==> config.mk <==
export PLATFORM = sky130hd
export DESIGN_NAME = dsp_coproc
export DESIGN_NICKNAME = d
export VERILOG_FILES = /design/src/hdl/dsp_coproc_pkg.sv /design/src/hdl/mac_arith_if.sv /design/src/hdl/mac_product_calc.sv /design/src/hdl/dsp_coproc.sv
export SDC_FILE = /design/constraint.sdc
export NUM_CORES = 2
export LEC_CHECK = 0
export BUFFER_PORTS_ARGS = -buffer_cell sky130_fd_sc_hd__buf_4
export CAP_MARGIN = 20
export CORE_MARGIN = 4
export CORE_UTILIZATION = 36
export DETAILED_ROUTE_END_ITERATION = 12
export PLACE_DENSITY_LB_ADDON = 0.15
export SYNTH_ARGS = -nofsm -noshare
export SYNTH_HDL_FRONTEND = slang
export SYNTH_SLANG_ARGS = --single-unit
==> constraint.sdc <==
create_clock -name sys_clk_i -period 6.6 [get_ports sys_clk_i]
set_input_delay 0.33 -clock sys_clk_i [delete_from_list [all_inputs] [get_ports sys_clk_i]]
set_output_delay 0.33 -clock sys_clk_i [all_outputs]
set_load 0.05 [all_outputs]
==> src/hdl/dsp_coproc_pkg.sv <==
package dsp_coproc_pkg;
  localparam int SUM_W = 40;
  localparam int WORD_W = 32;
  localparam int HALF_W = 16;
  localparam logic [SUM_W-1:0] SUM_RESET = 40'h00_0000_0000;
  // Instruction fields
  localparam int COND_HI = 31;
  localparam int COND_LO = 28;
  localparam int OP_HI = 27;
  localparam int OP_LO = 20;
  localparam logic [7:0] MUL_OPCODE = 8'he2;
  localparam logic [6:0] XFER_OPCODE = 7'h62;
  localparam int SEL_HI = 19;
  localparam int SEL_LO = 16;
  localparam int RS_HI = 15;
  localparam int RS_LO = 12;
  localparam int RM_HI = 3;
  localparam int RM_LO = 0;
  localparam int ZERO_HI = 11;
  localparam int ZERO_LO = 8;
  localparam int ONE_BIT = 4;
  localparam int MSEL_HI = 7;
  localparam int MSEL_LO = 5;
  localparam int DIR_BIT = 20;
  localparam int XZERO_HI = 11;
  localparam int XZERO_LO = 4;
  localparam int XSEL_HI = 2;
  localparam int XSEL_LO = 0;
  localparam int XBIT = 17;
  localparam int YBIT = 16;
  localparam int CPA_BIT = 0;
  localparam logic [3:0] SEL_WORD = 4'h0;
  localparam logic [3:0] SEL_DUAL = 4'h8;
  localparam logic [1:0] SEL_HALF_TOP = 2'h3;
  localparam logic [2:0] SUM_SEL0 = 3'h0;

  typedef enum logic [2:0] {
    op_none,
    op_word,
    op_dual,
    op_half,
    op_write,
    op_read,
    op_undef
  } op_t;
endpackage : dsp_coproc_pkg

==> src/hdl/mac_arith_if.sv <==
`timescale 1ns/1ns
interface mac_arith_if;
  logic [1:0] mode;
  logic half_x;
  logic half_y;
  logic [31:0] multiplier_reg;
  logic [31:0] multiplicand_reg;
  logic [39:0] product;
  modport calc (input mode, half_x, half_y, multiplier_reg,
    multiplicand_reg, output product);
  modport user (output mode, half_x, half_y, multiplier_reg,
    multiplicand_reg, input product);
endinterface : mac_arith_if

==> src/hdl/mac_product_calc.sv <==
`timescale 1ns/1ns
module mac_product_calc (
  mac_arith_if.calc a
);
  function automatic logic [39:0] hmul(input logic [15:0] p,
    input logic [15:0] q);
    logic signed [31:0] r;
    r = $signed(p) * $signed(q);
    return {{8{r[31]}}, r};
  endfunction : hmul

  logic signed [63:0] wide;
  logic [15:0] hx;
  logic [15:0] hy;

  always_comb begin
    wide = $signed(a.multiplier_reg) * $signed(a.multiplicand_reg);
    hx = a.half_x ? a.multiplicand_reg[31:16] : a.multiplicand_reg[15:0];
    hy = a.half_y ? a.multiplier_reg[31:16] : a.multiplier_reg[15:0];
    case (a.mode)
      2'h0: a.product = wide[39:0]; // RQ16 RQ6
      2'h1: a.product = hmul(a.multiplier_reg[15:0],
        a.multiplicand_reg[15:0]) + hmul(a.multiplier_reg[31:16],
        a.multiplicand_reg[31:16]); // RQ7
      default: a.product = hmul(hx, hy); // RQ8
    endcase
  end
endmodule : mac_product_calc

==> src/hdl/dsp_coproc.sv <==
`timescale 1ns/1ns
// Behaviour
// [RQ1] One 40-bit sum register is the only accumulator.
// [RQ2] Access bit 0 set allows all; clear raises undefined trap.
// [RQ3] Multiply format: fixed opcode 27:20, 11:8 zero, bit 4 set.
// [RQ4] Selector 0 word, 8 dual, 12..15 single-half; others unpredictable.
// [RQ5] Multiply accumulator selector 7:5 must be zero.
// [RQ6] Word form: signed multiply, add to sum.
// [RQ7] Dual form: two signed half products, sign-extended, both added.
// [RQ8] Single-half: x picks multiplicand half, y multiplier half.
// [RQ9] Execute only when condition field matches the flags.
// [RQ10] Transfer bit 20 direction; high reg 19:16, low 15:12.
// [RQ11] Write: low reg into 31:0, high reg byte into 39:32.
// [RQ12] Read: 31:0 to low reg, top byte sign-extended to high.
// [RQ13] Issuer places zeros in transfer bits 7:4.
// [RQ14] Transfer accumulator selector 2:0 must be zero.
// [RQ15] Sums wrap modulo 2^40, no saturation or flag.
// [RQ16] Word product truncated to 40 bits before adding.
module dsp_coproc (
  input wire logic sys_clk_i,
  input wire logic rst_n_i,
  input wire logic issue_i,
  input wire logic [31:0] instr_i,
  input wire logic [3:0] flags_i,
  input wire logic [13:0] access_bits_i,
  input wire logic [31:0] multiplier_reg_i,
  input wire logic [31:0] multiplicand_reg_i,
  input wire logic [31:0] upper_xfer_reg_i,
  input wire logic [31:0] lower_xfer_reg_i,
  output logic done_o,
  output logic undef_o,
  output logic rd_valid_o,
  output logic [31:0] upper_xfer_reg_o,
  output logic [31:0] lower_xfer_reg_o,
  output logic [39:0] sole_sum_register_o
);
  // Flags: N Z C V in bits 3..0
  function automatic logic cond_pass(input logic [3:0] c,
    input logic [3:0] f);
    logic n;
    logic z;
    logic cy;
    logic v;
    logic r;
    n = f[3];
    z = f[2];
    cy = f[1];
    v = f[0];
    case (c[3:1])
      3'h0: r = z;
      3'h1: r = cy;
      3'h2: r = n;
      3'h3: r = v;
      3'h4: r = cy & ~z;
      3'h5: r = n == v;
      3'h6: r = ~z & (n == v);
      default: r = 1'b1;
    endcase
    if (c[3:1] != 3'h7 && c[0]) r = ~r;
    return r;
  endfunction : cond_pass

  mac_arith_if ar ();
  mac_product_calc calc (.a(ar.calc));

  logic [39:0] sum_reg; // RQ1
  logic [39:0] next_sum_reg;
  logic done;
  logic next_done;
  logic undef;
  logic next_undef;
  logic rdv;
  logic next_rdv;
  logic [31:0] up_q;
  logic [31:0] next_up_q;
  logic [31:0] lo_q;
  logic [31:0] next_lo_q;
  dsp_coproc_pkg::op_t op;
  logic is_mul;
  logic is_xfer;
  logic go;

  always_comb begin
    is_mul = instr_i[dsp_coproc_pkg::OP_HI:dsp_coproc_pkg::OP_LO]
      == dsp_coproc_pkg::MUL_OPCODE
      && instr_i[dsp_coproc_pkg::ZERO_HI:dsp_coproc_pkg::ZERO_LO] == 4'h0
      && instr_i[dsp_coproc_pkg::ONE_BIT]; // RQ3
    is_xfer = instr_i[dsp_coproc_pkg::OP_HI:21]
      == dsp_coproc_pkg::XFER_OPCODE
      && instr_i[11:8] == 4'h0; // RQ10
    go = cond_pass(instr_i[dsp_coproc_pkg::COND_HI:
      dsp_coproc_pkg::COND_LO], flags_i); // RQ9
    op = dsp_coproc_pkg::op_none;
    if (!issue_i) op = dsp_coproc_pkg::op_none;
    else if (!access_bits_i[dsp_coproc_pkg::CPA_BIT])
      op = dsp_coproc_pkg::op_undef; // RQ2
    else if (!go) op = dsp_coproc_pkg::op_none; // RQ9
    else if (is_mul) begin
      // Nonzero accumulator selector is unpredictable; treated as sum 0
      if (instr_i[19:16] == dsp_coproc_pkg::SEL_WORD)
        op = dsp_coproc_pkg::op_word; // RQ4 RQ5
      else if (instr_i[19:16] == dsp_coproc_pkg::SEL_DUAL)
        op = dsp_coproc_pkg::op_dual;
      else if (instr_i[19:18] == dsp_coproc_pkg::SEL_HALF_TOP)
        op = dsp_coproc_pkg::op_half;
      else op = dsp_coproc_pkg::op_none; // Unpredictable: signals done, sum unchanged
    end else if (is_xfer) begin
      op = instr_i[dsp_coproc_pkg::DIR_BIT] ? dsp_coproc_pkg::op_read
        : dsp_coproc_pkg::op_write; // RQ10 RQ14
    end
  end

  always_comb begin
    ar.mode = op == dsp_coproc_pkg::op_word ? 2'h0
      : op == dsp_coproc_pkg::op_dual ? 2'h1 : 2'h2;
    ar.half_x = instr_i[dsp_coproc_pkg::XBIT]; // RQ8
    ar.half_y = instr_i[dsp_coproc_pkg::YBIT];
    ar.multiplier_reg = multiplier_reg_i;
    ar.multiplicand_reg = multiplicand_reg_i;
  end

  always_comb begin
    next_sum_reg = sum_reg;
    next_up_q = up_q;
    next_lo_q = lo_q;
    next_done = 1'b0;
    next_undef = 1'b0;
    next_rdv = 1'b0;
    case (op)
      dsp_coproc_pkg::op_word, dsp_coproc_pkg::op_dual,
      dsp_coproc_pkg::op_half: begin
        next_sum_reg = sum_reg + ar.product; // RQ15 RQ6 RQ7 RQ8
        next_done = 1'b1;
      end
      dsp_coproc_pkg::op_write: begin
        next_sum_reg = {upper_xfer_reg_i[7:0], lower_xfer_reg_i}; // RQ11
        next_done = 1'b1;
      end
      dsp_coproc_pkg::op_read: begin
        next_lo_q = sum_reg[31:0]; // RQ12
        next_up_q = {{24{sum_reg[39]}}, sum_reg[39:32]}; // RQ12
        next_done = 1'b1;
        next_rdv = 1'b1;
      end
      dsp_coproc_pkg::op_undef: next_undef = 1'b1; // RQ2
      default: next_done = issue_i;
    endcase
  end

  always_ff @(posedge sys_clk_i or negedge rst_n_i) begin
    if (!rst_n_i) begin
      sum_reg <= dsp_coproc_pkg::SUM_RESET;
      up_q <= 32'h0000_0000;
      lo_q <= 32'h0000_0000;
      done <= 1'b0;
      undef <= 1'b0;
      rdv <= 1'b0;
    end else begin
      sum_reg <= next_sum_reg;
      up_q <= next_up_q;
      lo_q <= next_lo_q;
      done <= next_done;
      undef <= next_undef;
      rdv <= next_rdv;
    end
  end

  assign done_o = done;
  assign undef_o = undef;
  assign rd_valid_o = rdv;
  assign upper_xfer_reg_o = up_q;
  assign lower_xfer_reg_o = lo_q;
  assign sole_sum_register_o = sum_reg;
endmodule : dsp_coproc

# Yosys cells after proc, flatten, opt, wreduce, memory -nomap -nowiden
# Cells that the tools add are included.
dict set report totals {
  inputBits 181
  out_inout_bits 107
  reg_bits 83
  wordCells 66
}
dict set report classes {
  n_reduce_logical 11
  eq_ne 19
  multipliers 4
  n_addsub 2
  bitwise 4
  n_mux 20
}
# cell n
set op_table {}
lappend op_table {{$pmux 40 s2} 2}
lappend op_table {{$mul 16x16->32} 3}
lappend op_table {{$add 40x40->40} 1}
lappend op_table {{$mul 32x32->40} 1}
lappend op_table {{$add 32x32->33} 1}
lappend op_table {{$mux 16} 2}
lappend op_table {{$eq 3x3->1 const B} 6}
lappend op_table {{$mux 3} 5}
lappend op_table {{$eq 3x2->1 const B} 4}
lappend op_table {{$mux 2} 5}
lappend op_table {{$eq 8x8->1 const B} 1}
lappend op_table {{$logic_not 4->1} 2}
lappend op_table {{$eq 7x7->1 const B} 1}
lappend op_table {{$pmux 1 s7} 1}
lappend op_table {{$eq 3x1->1 const B} 2}
lappend op_table {{$reduce_or 5->1} 1}
lappend op_table {{$eq 4x4->1 const B} 1}
lappend op_table {{$logic_and 1x1->1} 4}
lappend op_table {{$mux 1} 4}
lappend op_table {{$logic_not 3->1} 1}
lappend op_table {{$ne 3x3->1 const B} 1}
lappend op_table {{$reduce_or 3->1} 1}
lappend op_table {{$and 1x1->1} 2}
lappend op_table {{$eq 2x1->1 const B} 1}
lappend op_table {{6 further kinds} 7}

# Depth between registers and ports, before layout
dict set report depth {
  depth_word 15
  ltp_mapped 44
  ltp_nobuf 42
}

# Cells and area by module
# Synthesis repeated with hierarchy kept, for this count alone.
dict set report unflattened {
  cells_unflattened 5945
  hier_area_um2 54798.8
}
# module area_each_um2 instances seq_area_each_um2 cells_per_inst
set modules_own_cells {}
lappend modules_own_cells {mac_product_calc 48990.7 1 0.0 5334}
lappend modules_own_cells {dsp_coproc 5808.1 1 2077.0 611}

# Least setup slack after synthesis
# OpenSTA, ideal clock, no wires.
dict set report synth_timing {
  path_type {input-to-reg}
  startpoint {in multiplicand_reg_i[15]}
  endpoint {reg sum_reg[36], in the netlist sole_sum_register_o[36]}
  path_stages 36
  arrival_ns 9.460
  required_ns 6.474
  path_buffers 2
  setup_ns 0.126
  path_slack_ns -2.986
  path_cell_list {clkbuf_1 -> clkinv_1 -> clkbuf_1 -> fa_1 -> inv_1 -> fa_1 -> fa_1 -> inv_1 -> fa_1 -> inv_1 -> fa_1 -> fa_1 -> fa_1 -> inv_1 -> fa_1 -> inv_1 -> ha_1 -> or2_2 -> or4_1 -> a2111oi_0 -> nor3_1 -> a221oi_1 -> o21bai_1 -> a21oi_1 -> xor2_1 -> o21ai_0 -> ha_1 -> and3_1 -> and3b_1 -> a211oi_1 -> o21ai_2 -> a311o_1 -> a21o_1 -> a21oi_1 -> mux2i_1 -> a221o_1}
}
dict set report synth_via {
  elab_chain_cells 5
  word_cells_on_any_way 8
  classes_between {2 x add/sub; 3 x mul; 3 x mux}
}
# element line_no
set synth_lines {}
lappend synth_lines {{start: declaration} dsp_coproc.sv:27} ;# input wire logic [31:0] multiplicand_reg_i,
lappend synth_lines {{$mul 16x16->32 or $mux 16 (tied branches)} {mac_product_calc.sv:8, mac_product_calc.sv:18}}
lappend synth_lines {{$add 32x32->33 or $mul 16x16->32 (tied branches)} {mac_product_calc.sv:23, mac_product_calc.sv:8}}
lappend synth_lines {{$pmux 40 s2 *} mac_product_calc.sv:20} ;# case (a.mode)
lappend synth_lines {{$add 40x40->40 *} dsp_coproc.sv:132} ;# next_sum_reg = sum_reg + ar.product;
lappend synth_lines {{$pmux 40 s2 *} dsp_coproc.sv:129} ;# case (op)
lappend synth_lines {{end signal: assignment} dsp_coproc.sv:152} ;# sum_reg <= dsp_coproc_pkg::SUM_RESET;
lappend synth_lines {{end signal: assignment} dsp_coproc.sv:159} ;# sum_reg <= next_sum_reg;
lappend synth_lines {{end: declaration} dsp_coproc.sv:66} ;# logic [39:0] sum_reg;
# Every way passes the cells marked *; elsewhere a longest branch is shown, timed or not.
# A chain may end at the register's enable or synchronous reset.

# Worst setup path in the final report
dict set report layout_timing {
  startpoint {in multiplicand_reg_i[5]}
  endpoint {reg sum_reg[36], in the netlist sole_sum_register_o[36]}
}
# Same word-level chain as after synthesis.

==> impl_results.md <==
- Status: finished with violations
- Failing checks: negative setup slack
- DRT antenna net count: 0
- Largest net degree at the start of global routing: 46
- Final Hold Vio Count: 0
- Hold path cells: 2
- Post-synth net total: 7923
- Setup Viol. Count Final: 31
- Standard-cell rows: between 100 and 150
- # nets final: 8955
- CTS Root Cell: clkbuf_16
- Gr usage total: 0.256
- Die X: 396 um
- Core footprint: 0.149 mm2
- TritonCTS buffer count: 9
- Post-synth EDFFs: 0
- Worst skew pair latency: around 0.35 ns
- Placed insts: 8929
- Top_reg_cell synth: dfrtp_1
- DRT Pass-1 Iters: 5
- Async set or reset register ratio after synthesis: 1.00
- CP most frequent cell: fa_1
- I/O pin count: 288
- R2R Setup Slk: 2.70 ns
- Commonest non-fill, non-tap cell in the layout: inv_1
- Die height: 396 um
- P&R area growth vs syn: 26.2%
- RSZ-0062 raised after global routing: true
- Hold slack: 0.191 ns
- Vias in the first global route: 47800
- Max-slew violations: 0
- Vias per inst: between 4 and 5
- Finished Layout Cells: 9016
- Drt drc: 0
- Element type at the critical path end: register
- Final setup margin: -2.54 ns
- Worst-margin pin slew: 0.920 ns
- CP max-delay cell: fa_2
- Max_slew headroom: 0.385
- Synth Area per Inst: 9.05 um2
- Nature of the critical path startpoint: input port
- FMAX: 109 MHz
- Mapped Area: 0.0541 mm2
- Hold Crit Endpoint: undef_o$_DFF_PN0_
- Total grt overflow: 0
- Distinct cells, synth: 68
- Worst reg2reg path endpoint: sole_sum_register_o[36]$_DFFE_PN0P_
- First DRT Iteration DRCs: 2519
- Port bufs: 239
- Post-layout min period: 9.14 ns
- Gpl congestion: 0.951
- Routed WL: ~200 mm
- CTS tree: built
- Worst path arrival time: 9.37 ns
- Initial Util: 0.364
- CTS Buffer Depth: 2
- Initial antenna violation count: 5
- Buf+Inv Stages, Crit Path: 9
- Hold path start: access_bits_i[0]
- CTS clk-pin slew, worst paths: 0.06 ns
- Drt wl/cell: about 22 um
- Worst Skew: roughly 0.0053 ns
- Fraction of layout instances using a drive strength above 1: 0.235
- Gate Count Post-Synth: 5977
- Critical path startpoint: multiplicand_reg_i[5]
- Die area: 0.156 mm2
- CP Max Fanout: 7
- Syn. warnings: 0
- Critical path required time: 6.83 ns
- Max-cap violations: 0
- Post-DP HPWL: 178 mm
- Commonest non-fill, non-tap cells in the layout: inv_1, fa_1, buf_4
- Total number of vias: 43700
- #FFs+latches synth: 83
- First-pass GRT wire length: slightly above 300 mm
- Final period util: 1.39
- CTS sink cnt: 83
- FF-to-FF Start: sole_sum_register_o[0]$_DFFE_PN0P_
- Worst Hold Class: in2reg
- Family with the most delay on the worst path: adder cells
- Post-synthesis sequential area ratio: 0.0384
- CP Class: in2reg
- FF-to-FF path depth: 14
- Htree depth: 3
- Fillers: about 15000
- Worst path max stage delay: 0.56 ns
-- per-stage QoR --
step                      TNS [ns]  setup WS (ns)   util  cell area [um2]
final                       -57.39          -2.54  0.459            68200
after global routing        -65.28          -2.79  0.459            68200
after CTS                   -55.12          -2.59  0.451            67000
after detailed placement    -77.73          -3.24  0.441            65500
after global placement      -75.89          -3.14  0.441            65500
after floorplan             -42.03          -2.20      -            54900
-- layout make-up --
type	instances	area (um2)	area share
clock buffers	10	229	0.00336
diodes	1	2.50	0.0000367
clock inverters	5	55.1	0.000807
multi-input cells	4146	46700	0.685
inverters	1466	5510	0.0808
flip-flops and latches	83	2080	0.0304
well taps	2002	2500	0.0367
repair buffers	1303	11100	0.163
-- flip-flops by register name (all words and copies together), names as in the netlist --
register             flops
upper_xfer_reg_o         8
done_o                   1
lower_xfer_reg_o        32
undef_o                  1
rd_valid_o               1
sole_sum_register_o     40
-- what timing repair did --
| item | CTS | global route |
|---|---|---|
| gates resized for setup | 265 | 225 |
| pin swaps | 124 | 168 |
| hold buffers | 1 | 0 |
| setup endpoints to repair | 32 | 32 |
| gates cloned | 0 | 1 |
| buffers inserted | 43 | 47 |
| endpoints found under the hold margin | 38 | 0 |
-- cell usage after synthesis (all sizes together), types with 25 or more instances --
cell type  number  share of area
nand2b         35         0.0040
inv          1465           0.10
a22oi          34         0.0047
xor2           61         0.0099
o21ai          95         0.0089
fa           1369           0.51
mux2i          29         0.0054
xnor2         135          0.022
ha            396          0.092
clkbuf        253          0.018
a21o           56         0.0078
nand3          25         0.0023
buf            29         0.0037
mux2           27         0.0056
a21oi         125          0.012
dfrtp          83          0.038
nor2          189          0.013
and2          419          0.048
nand2         900          0.062
-- routing by layer --
metal	routed length (um)	global-route usage	vias up	share of wire
met1	83000	0.336	22700	0.41
met4	9060	0.0850	0	0.045
li1	-	-	19500	-
met2	99200	0.446	1113	0.50
met5	0	0	-	0
met3	9010	0.0230	294	0.045
-- worst max-delay path by stage --
stage                                     endpoint  slack (ns)  depth (start not counted)
2_1_floorplan  sole_sum_register_o[39]$_DFFE_PN0P_       -2.20                         38
3_3_place_gp   sole_sum_register_o[39]$_DFFE_PN0P_       -3.14                         42
3_5_place_dp   sole_sum_register_o[39]$_DFFE_PN0P_       -3.24                         40
4_1_cts        sole_sum_register_o[39]$_DFFE_PN0P_       -2.59                         38
5_1_grt        sole_sum_register_o[39]$_DFFE_PN0P_       -2.79                         40
6_report       sole_sum_register_o[36]$_DFFE_PN0P_       -2.54                         39
-- logic make-up after synthesis --
group / count (synthesis) / synth area share
adder cells (fa/ha/maj): 1765 / 0.598
buffers and inverters: 1748 / 0.123
AND/OR/NAND/NOR: 1676 / 0.144
AO/OA/AOI/OAI: 452 / 0.0535
XOR/XNOR: 196 / 0.0317
flip-flops: 83 / 0.0384
multiplexers: 57 / 0.0114
-- worst reg2reg max path: stages, from the launching register on --
cell      delay (ns)
dfrtp_1         0.44
ha_1            0.26
fa_1            0.45
a21o_1          0.19
a21oi_2         0.17
o21bai_1        0.11
a211o_1         0.38
a221o_1         0.39
a31oi_4         0.28
o21ai_4         0.12
a311o_1         0.32
a21o_1          0.20
a21oi_2         0.14
mux2i_1         0.08
a221o_1         0.25
Power is not shown: default switching activity piles up to over one toggle a cycle in this logic, so the estimate is an artifact.
